### config.mk
export PLATFORM = sky130hd
export DESIGN_NAME = pebu_top
export DESIGN_NICKNAME = d
export VERILOG_FILES = /design/src/rtl/pebu_pkg.sv /design/src/rtl/pebu_extend.sv /design/src/rtl/pebu_field.sv /design/src/rtl/pebu_top.sv
export SDC_FILE = /design/constraint.sdc
export NUM_CORES = 1
export LEC_CHECK = 0
export BUFFER_PORTS_ARGS = -buffer_cell sky130_fd_sc_hd__buf_4
export CORE_UTILIZATION = 45
export CTS_CLUSTER_DIAMETER = 50
export CTS_CLUSTER_SIZE = 12
export DETAILED_ROUTE_END_ITERATION = 7
export PLACE_DENSITY = 0.75
export SLEW_MARGIN = 20
export SYNTH_ARGS = -nofsm -noshare
export SYNTH_HDL_FRONTEND = slang
export SYNTH_SLANG_ARGS = --single-unit
### constraint.sdc
create_clock -name SYS_CLK_I -period 11.13 [get_ports SYS_CLK_I]
set_input_delay 0.5565 -clock SYS_CLK_I [delete_from_list [all_inputs] [get_ports SYS_CLK_I]]
set_output_delay 0.5565 -clock SYS_CLK_I [all_outputs]
set_load 0.05 [all_outputs]
### src/rtl/pebu_pkg.sv
// Operation
// - Bottom-top pack: low half of first operand, high half of shifted second.
// - Bottom-top pack left shift 1 to 31; zero means unshifted.
// - Top-bottom pack: high half of first operand, low half of shifted second.
// - Top-bottom pack arithmetic right shift 1 to 32; encoded zero means 32.
// - Without a given destination, pack and extend-add write to first operand register.
// - None of these operations modify condition flags.
// - Extend-add rotates second operand right by 0, 8, 16 or 24.
// - Byte extend-add extends low byte to 32 bits and adds first operand.
// - Half extend-add extends low 16 bits to 32 and adds first operand.
// - Dual extend-add extends bytes zero and two, adds each halfword independently.
// - Extend-add sum goes to full word or matching halfword, then destination.
// - Extend-only rotates its source right by 0, 8, 16 or 24.
// - Byte and half extend-only output low 8 or 16 bits extended to 32.
// - Dual extend-only puts extended byte zero low and byte two high.
// - Field clear zeroes the chosen span and keeps other destination bits.
// - Field insert copies source low bits into the span, others kept.
package pebu_pkg;

  localparam int unsigned DATA_W      = 32;
  localparam int unsigned HALF_W      = 16;
  localparam int unsigned SHIFT_W     = 5;
  localparam int unsigned REG_IDX_W   = 4;
  localparam logic [1:0]  ROT_NONE    = 2'h0;
  localparam logic [4:0]  SAR_ENC_32  = 5'h00;
  localparam logic [5:0]  SAR_FULL    = 6'h20;
  localparam int unsigned LATENCY     = 1;

  typedef enum logic [4:0] {
    PEBU_OP_PACK_BT,
    PEBU_OP_PACK_TB,
    PEBU_OP_SIGNED_BYTE_EXTEND_ADD,
    PEBU_OP_SIGNED_HALF_EXTEND_ADD,
    PEBU_OP_SIGNED_DUAL_BYTE_EXTEND_ADD,
    PEBU_OP_UNSIGNED_BYTE_EXTEND_ADD,
    PEBU_OP_UNSIGNED_HALF_EXTEND_ADD,
    PEBU_OP_UNSIGNED_DUAL_BYTE_EXTEND_ADD,
    PEBU_OP_SIGNED_BYTE_EXTEND,
    PEBU_OP_SIGNED_HALF_EXTEND,
    PEBU_OP_SIGNED_DUAL_BYTE_EXTEND,
    PEBU_OP_UNSIGNED_BYTE_EXTEND,
    PEBU_OP_UNSIGNED_HALF_EXTEND,
    PEBU_OP_UNSIGNED_DUAL_BYTE_EXTEND,
    PEBU_OP_FIELD_CLEAR,
    PEBU_OP_FIELD_INSERT
  } pebu_op_t;

  typedef struct packed {
    pebu_op_t               op;
    logic [SHIFT_W-1:0]     shift_amt;
    logic [1:0]             rot_sel;
    logic [SHIFT_W-1:0]     field_lsb;
    logic [5:0]             field_width;
    logic                   dest_given;
    logic [REG_IDX_W-1:0]   dest_idx;
    logic [REG_IDX_W-1:0]   first_idx;
    logic [DATA_W-1:0]      first_operand;
    logic [DATA_W-1:0]      second_operand;
    logic [DATA_W-1:0]      dest_value;
  } pebu_req_t;

  typedef struct packed {
    logic                   valid;
    logic [REG_IDX_W-1:0]   wr_idx;
    logic [DATA_W-1:0]      data;
    logic                   flags_we;
  } pebu_rsp_t;

endpackage : pebu_pkg

### src/rtl/pebu_extend.sv
module pebu_extend
  import pebu_pkg::*;
(
  input  wire logic [DATA_W-1:0] src_i,
  input  wire logic [1:0]        rot_sel_i,
  input  wire logic              is_signed_i,
  input  wire logic [1:0]        size_i,
  output logic      [DATA_W-1:0] ext_o
);

  logic [DATA_W-1:0] rot;
  logic [15:0]       lo16;
  logic [15:0]       hi16;

  // ----------------------------------------------------------------
  // Rotate then extract
  // ----------------------------------------------------------------
  always_comb begin
    unique case (rot_sel_i)
      2'h0: rot = src_i;
      2'h1: rot = {src_i[7:0],   src_i[31:8]};
      2'h2: rot = {src_i[15:0],  src_i[31:16]};
      2'h3: rot = {src_i[23:0],  src_i[31:24]};
    endcase
    lo16 = {{8{is_signed_i & rot[7]}},  rot[7:0]};
    hi16 = {{8{is_signed_i & rot[23]}}, rot[23:16]};
    unique case (size_i)
      2'h0:    ext_o = {{24{is_signed_i & rot[7]}}, rot[7:0]};
      2'h1:    ext_o = {{16{is_signed_i & rot[15]}}, rot[15:0]};
      default: ext_o = {hi16, lo16};
    endcase
  end

endmodule : pebu_extend

### src/rtl/pebu_field.sv
module pebu_field
  import pebu_pkg::*;
(
  input  wire logic [DATA_W-1:0]  dest_i,
  input  wire logic [DATA_W-1:0]  src_i,
  input  wire logic [SHIFT_W-1:0] lsb_i,
  input  wire logic [5:0]         width_i,
  input  wire logic               insert_i,
  output logic      [DATA_W-1:0]  res_o
);

  logic [DATA_W-1:0] span;
  logic [DATA_W:0]   ones;

  // Width of 32 needs a 33-bit intermediate to avoid overflow
  always_comb begin
    ones  = (33'h000000001 << width_i) - 33'h000000001;
    span  = ones[DATA_W-1:0] << lsb_i;
    if (insert_i) begin
      res_o = (dest_i & ~span) | ((src_i << lsb_i) & span);
    end else begin
      res_o = dest_i & ~span;
    end
  end

endmodule : pebu_field

### src/rtl/pebu_top.sv
module pebu_top
  import pebu_pkg::*;
(
  input  wire logic                 SYS_CLK_I,
  input  wire logic                 SYS_RST_I,
  input  wire logic                 REQ_VALID_I,
  input  wire pebu_req_t            REQ_I,
  output pebu_rsp_t                 RSP_O
);

  logic [DATA_W-1:0] ext_val;
  logic [DATA_W-1:0] fld_val;
  logic [DATA_W-1:0] shl;
  logic [DATA_W-1:0] sar;
  logic [DATA_W-1:0] res_nxt;
  logic [5:0]        sar_amt;
  logic              is_signed;
  logic [1:0]        ext_size;
  logic              is_add;
  logic              uses_default_dest;
  pebu_rsp_t         rsp_r;

  // ----------------------------------------------------------------
  // Operation classification
  // ----------------------------------------------------------------
  function automatic logic op_signed(input pebu_op_t op);
    return op inside {PEBU_OP_SIGNED_BYTE_EXTEND_ADD, PEBU_OP_SIGNED_HALF_EXTEND_ADD,
                      PEBU_OP_SIGNED_DUAL_BYTE_EXTEND_ADD, PEBU_OP_SIGNED_BYTE_EXTEND,
                      PEBU_OP_SIGNED_HALF_EXTEND, PEBU_OP_SIGNED_DUAL_BYTE_EXTEND};
  endfunction : op_signed

  function automatic logic [1:0] op_size(input pebu_op_t op);
    unique case (op)
      PEBU_OP_SIGNED_BYTE_EXTEND_ADD, PEBU_OP_UNSIGNED_BYTE_EXTEND_ADD,
      PEBU_OP_SIGNED_BYTE_EXTEND, PEBU_OP_UNSIGNED_BYTE_EXTEND:       return 2'h0;
      PEBU_OP_SIGNED_HALF_EXTEND_ADD, PEBU_OP_UNSIGNED_HALF_EXTEND_ADD,
      PEBU_OP_SIGNED_HALF_EXTEND, PEBU_OP_UNSIGNED_HALF_EXTEND:       return 2'h1;
      default:                                                        return 2'h2;
    endcase
  endfunction : op_size

  function automatic logic op_add(input pebu_op_t op);
    return op inside {PEBU_OP_SIGNED_BYTE_EXTEND_ADD, PEBU_OP_SIGNED_HALF_EXTEND_ADD,
                      PEBU_OP_SIGNED_DUAL_BYTE_EXTEND_ADD, PEBU_OP_UNSIGNED_BYTE_EXTEND_ADD,
                      PEBU_OP_UNSIGNED_HALF_EXTEND_ADD, PEBU_OP_UNSIGNED_DUAL_BYTE_EXTEND_ADD};
  endfunction : op_add

  assign is_signed = op_signed(REQ_I.op);
  assign ext_size  = op_size(REQ_I.op);
  assign is_add    = op_add(REQ_I.op);

  // ----------------------------------------------------------------
  // Sub-units
  // ----------------------------------------------------------------
  pebu_extend u_extend (
    .src_i       (is_add ? REQ_I.second_operand : REQ_I.first_operand),
    .rot_sel_i   (REQ_I.rot_sel),
    .is_signed_i (is_signed),
    .size_i      (ext_size),
    .ext_o       (ext_val)
  );

  pebu_field u_field (
    .dest_i   (REQ_I.dest_value),
    .src_i    (REQ_I.first_operand),
    .lsb_i    (REQ_I.field_lsb),
    .width_i  (REQ_I.field_width),
    .insert_i (REQ_I.op == PEBU_OP_FIELD_INSERT),
    .res_o    (fld_val)
  );

  // ----------------------------------------------------------------
  // Pack shifters
  // ----------------------------------------------------------------
  // Encoded zero for the right shift stands for a full 32-bit shift
  assign sar_amt = (REQ_I.shift_amt == SAR_ENC_32) ? SAR_FULL : {1'b0, REQ_I.shift_amt};
  assign shl     = REQ_I.second_operand << REQ_I.shift_amt;
  assign sar     = (sar_amt == SAR_FULL) ? {DATA_W{REQ_I.second_operand[DATA_W-1]}}
                                         : DATA_W'($signed(REQ_I.second_operand) >>> sar_amt);

  // ----------------------------------------------------------------
  // Result select
  // ----------------------------------------------------------------
  always_comb begin
    unique case (REQ_I.op)
      PEBU_OP_PACK_BT: res_nxt = {shl[31:16], REQ_I.first_operand[15:0]};
      PEBU_OP_PACK_TB: res_nxt = {REQ_I.first_operand[31:16], sar[15:0]};
      PEBU_OP_SIGNED_BYTE_EXTEND_ADD, PEBU_OP_SIGNED_HALF_EXTEND_ADD,
      PEBU_OP_UNSIGNED_BYTE_EXTEND_ADD, PEBU_OP_UNSIGNED_HALF_EXTEND_ADD:
        res_nxt = REQ_I.first_operand + ext_val;
      PEBU_OP_SIGNED_DUAL_BYTE_EXTEND_ADD, PEBU_OP_UNSIGNED_DUAL_BYTE_EXTEND_ADD:
        // Halves add separately, so no carry crosses bit 16
        res_nxt = {REQ_I.first_operand[31:16] + ext_val[31:16],
                   REQ_I.first_operand[15:0]  + ext_val[15:0]};
      PEBU_OP_SIGNED_BYTE_EXTEND, PEBU_OP_SIGNED_HALF_EXTEND, PEBU_OP_SIGNED_DUAL_BYTE_EXTEND,
      PEBU_OP_UNSIGNED_BYTE_EXTEND, PEBU_OP_UNSIGNED_HALF_EXTEND, PEBU_OP_UNSIGNED_DUAL_BYTE_EXTEND:
        res_nxt = ext_val;
      default: res_nxt = fld_val;
    endcase
  end

  assign uses_default_dest = (REQ_I.op inside {PEBU_OP_PACK_BT, PEBU_OP_PACK_TB}) || is_add;

  // ----------------------------------------------------------------
  // Output register
  // ----------------------------------------------------------------
  // Only the pipeline stage is held; nothing carries between operations
  always_ff @(posedge SYS_CLK_I) begin
    if (SYS_RST_I) begin
      rsp_r <= '0;
    end else begin
      rsp_r.valid    <= REQ_VALID_I;
      rsp_r.data     <= res_nxt;
      rsp_r.wr_idx   <= (uses_default_dest && !REQ_I.dest_given) ? REQ_I.first_idx
                                                                 : REQ_I.dest_idx;
      rsp_r.flags_we <= 1'b0;
    end
  end

  assign RSP_O = rsp_r;

endmodule : pebu_top

==> results.yml <==
synthesis:
  seq_area_frac_synth: 0.0572
  mappedNetlistNets: 1879
  netlist-cell-type-count: 106
  synthesis.instances: 1707
  mappedNetlistArea_um2: 12900
  synth-warning-count: 0
  synth_enable_flop_cells: 0
  netlist.area_leader.share: 0.148
  post-synth-top-area-cell: "sky130_fd_sc_hd__mux4_2"
  synthTopCellsByArea: "sky130_fd_sc_hd__mux4_2 (15%), sky130_fd_sc_hd__mux2i_1 (11%), sky130_fd_sc_hd__dfxtp_1 (5.7%), sky130_fd_sc_hd__nor2_1 (5.2%), sky130_fd_sc_hd__nand2_1 (5.2%)"
  synth_area_per_cell_um2: 7.58
  synth-async-reset-ratio: 0
  postSynthRegisterBits: 37
  ys_dominant_reg_cell: "sky130_fd_sc_hd__dfxtp_1"
placed_design:
  placed_cells_incl_taps: 2099
  io_buffer_count: 167
  hpwlAfterDp_um: 44000
  place_congestion: 1.11
timing:
  final.period_utilization: 0.515
  fin_max_slew_vios: 0
  tns_ns: 0
  rsz_0062_raised_after_global_routing: "no"
  timing.final.crit_period_ns: 5.73
  max-slew-margin-rel: 0.191
  maxClockFrequency_ghz: 0.174
  finalHoldViolations: 0
  finalSetupViolCount: 0
  worst-slew-pin-transition_ns: 1.21
floorplan:
  floorplan.initialDensity: 0.462
  top_level_ports: 169
  core_region_area_um2: 28000
  rows: 61
  fp.dieH_um: 172
  chipWidth_um: 172
  die_footprint_um2: 29400
cts:
  cts_hold_buffers: 0
  h-tree-depth: 2
  cts_inserted_buffers: 5
  clkTransAtPathRegs_ns: 0.07
  clock_sinks: 37
  cts_tree: "done"
  cts.repair.resized: 0
  postCtsSetupRepairBufs: 0
  clk_root_buffer_cell: "sky130_fd_sc_hd__clkbuf_16"
  cts_max_path_buffers: 2
global_routing:
  overflow: 0
  pin_count_of_the_biggest_net_entering_global_routing: 83
  grt_pass1_vias: 13800
  antenna_found_initial: 1
  track_usage: 0.391
  grt_first_pass_wirelength_um: 86400
power:
  peakVddDrop_v: 0.0000809
  total_leakage_power_nw: 5.48
  power_density_nw_per_um2: 81.4
cells_and_area:
  fill_cells: 2790
  multiInputGateArea_um2: 11300
  final_layout_size_suffix_gt1_frac: 0.207
  flow.area_growth_from_synthesis_pct: 9.29
  diodes: 0
  most-common-layout-cells: "sky130_fd_sc_hd__nor2_1 (178), sky130_fd_sc_hd__nand2_1 (178), sky130_fd_sc_hd__buf_4 (178)"
  finish.net_count: 1900
  area_of_all_sequential_standard_cells_um2: 741
  largest_reg_flops: 37
  finish.cell_count_without_fillers: 2107
  layout.core_utilization: 0.505
route:
  drt_pass1_iterations: 7
  remaining_number_of_nets_flagged_by_the_antenna_check_after_routing: 0
  vias: 15200
  viasPerCell: 7.24
  route.detailed.drc: 0
  route.detailed.wl_per_inst_um: 27.5
  drt_wl_total_um: 57900
  drtIter0Drc: 2588
critical_path:
  crit_fanout: 48
  critPathKind: "input port to flip-flop"
  startpoint_type: "input port"
  timing.critical_path.arrival_ns: 5.91
  critical_path_required_ns: 11.30
  setup.worst_path.end_class: "flip-flop"
hold_path:
  hp-class: "input port to flip-flop"
  min_delay_path_depth: 2
job:
  cap_viol_max_count: 0
run_status:
  run_status: "complete, no violations"
metal layers:
layer,GRT usage,vias up,part of all wire
li1,-,6638,-
met1,0.540,7168,0.39
met2,0.578,1243,0.42
met3,0.0798,194,0.14
met4,0.184,2,0.055
met5,0,-,0.00016
logic make-up after synthesis:
| group | share of synthesized area |
|---|---|
| other | 0.000290 |
| DFF | 0.0572 |
| AOI/OAI and AO/OA | 0.307 |
| muxes | 0.298 |
| and+or+nand+nor | 0.198 |
| xor gates and xnor gates | 0.0278 |
| buffers and inverters | 0.0705 |
| adders and majority gates | 0.0408 |
worst max-delay path, cell delays in order:
cell and delay (ns):
sky130_fd_sc_hd__buf_4 0.12, sky130_fd_sc_hd__inv_1 0.07, sky130_fd_sc_hd__ha_1 0.29, sky130_fd_sc_hd__o21ai_2 0.13
sky130_fd_sc_hd__a21oi_4 0.15, sky130_fd_sc_hd__buf_4 0.58, sky130_fd_sc_hd__mux2i_1 0.40, sky130_fd_sc_hd__mux2i_1 0.15
sky130_fd_sc_hd__mux2i_1 0.34, sky130_fd_sc_hd__inv_1 0.09, sky130_fd_sc_hd__ha_1 0.30, sky130_fd_sc_hd__a211oi_1 0.35
sky130_fd_sc_hd__o211ai_1 0.21, sky130_fd_sc_hd__a211oi_1 0.47, sky130_fd_sc_hd__o21ai_1 0.32, sky130_fd_sc_hd__a221o_1 0.45
sky130_fd_sc_hd__a21oi_1 0.20, sky130_fd_sc_hd__xnor2_1 0.08, sky130_fd_sc_hd__a2111oi_0 0.49, sky130_fd_sc_hd__a21oi_1 0.13
report_power, final:
group,total [mW],switching [mW],internal (mW)
clock,0.180,0.0736,0.107
combinational,0.820,0.515,0.305
sequential,0.150,0.00405,0.146
total,1.15,0.593,0.558
worst paths after layout:
kind                   startpoint              endpoint  slack [ns]
worst min-delay path  REQ_VALID_I  RSP_O[37]$_SDFF_PP0_        0.47
worst max-delay path   REQ_I[123]  RSP_O[30]$_SDFF_PP0_        5.40
cell usage after synthesis, types with 9 or more instances:
cell                         n
sky130_fd_sc_hd__ha_1       39
sky130_fd_sc_hd__nand2b_1   15
sky130_fd_sc_hd__o21ai_1    21
sky130_fd_sc_hd__mux2i_1   148
sky130_fd_sc_hd__o21a_1     15
sky130_fd_sc_hd__xnor2_1    33
sky130_fd_sc_hd__a311oi_1   10
sky130_fd_sc_hd__and2_1     14
sky130_fd_sc_hd__nor2b_1    17
sky130_fd_sc_hd__o21bai_1    9
sky130_fd_sc_hd__buf_4      10
sky130_fd_sc_hd__o22ai_1    17
sky130_fd_sc_hd__or2_2      11
sky130_fd_sc_hd__mux2_2     32
sky130_fd_sc_hd__o31ai_1    10
sky130_fd_sc_hd__inv_1      27
sky130_fd_sc_hd__buf_6      10
sky130_fd_sc_hd__a221oi_1   20
sky130_fd_sc_hd__nand4_1     9
sky130_fd_sc_hd__buf_1      18
sky130_fd_sc_hd__a211oi_1   50
sky130_fd_sc_hd__o211ai_1   22
sky130_fd_sc_hd__or3_1      12
sky130_fd_sc_hd__nand2_1   178
sky130_fd_sc_hd__a31oi_1    24
sky130_fd_sc_hd__o221ai_1   13
sky130_fd_sc_hd__buf_2      41
sky130_fd_sc_hd__mux4_2     85
sky130_fd_sc_hd__a22oi_1     9
sky130_fd_sc_hd__a21oi_1   114
sky130_fd_sc_hd__a221o_1    11
sky130_fd_sc_hd__nand3_1    29
sky130_fd_sc_hd__nor3_1     37
sky130_fd_sc_hd__a21o_1     22
sky130_fd_sc_hd__clkbuf_1   84
sky130_fd_sc_hd__dfxtp_1    37
sky130_fd_sc_hd__o21ai_0    93
sky130_fd_sc_hd__nor2_1    179
per-stage QoR:
stage / cell area (µm²) / power, mW / worst slack, ns / hold WS, ns
global route: 14100 / 1.20 / 5.02 / 0.480
CTS: 14100 / 1.13 / 5.52 / 0.479
finish: 14100 / 1.15 / 5.40 / 0.473
detailed placement: 14000 / 0.943 / 5.19 / 0.794
floorplan: 12900 / 0.707 / 6.50 / 0.685
global placement: 14000 / 0.943 / 5.33 / 0.778
layout make-up:
type | instances | share of cell area
Clock buffer | 5 | 0.00885
Clock inverter | 3 | 0.00327
Inverter | 35 | 0.00929
Multi-Input combinational cell | 1471 | 0.798
Sequential cell | 37 | 0.0524
Tap cell | 378 | 0.0334
Timing Repair Buffer | 178 | 0.0945
Power figures use the tool's default switching activity.
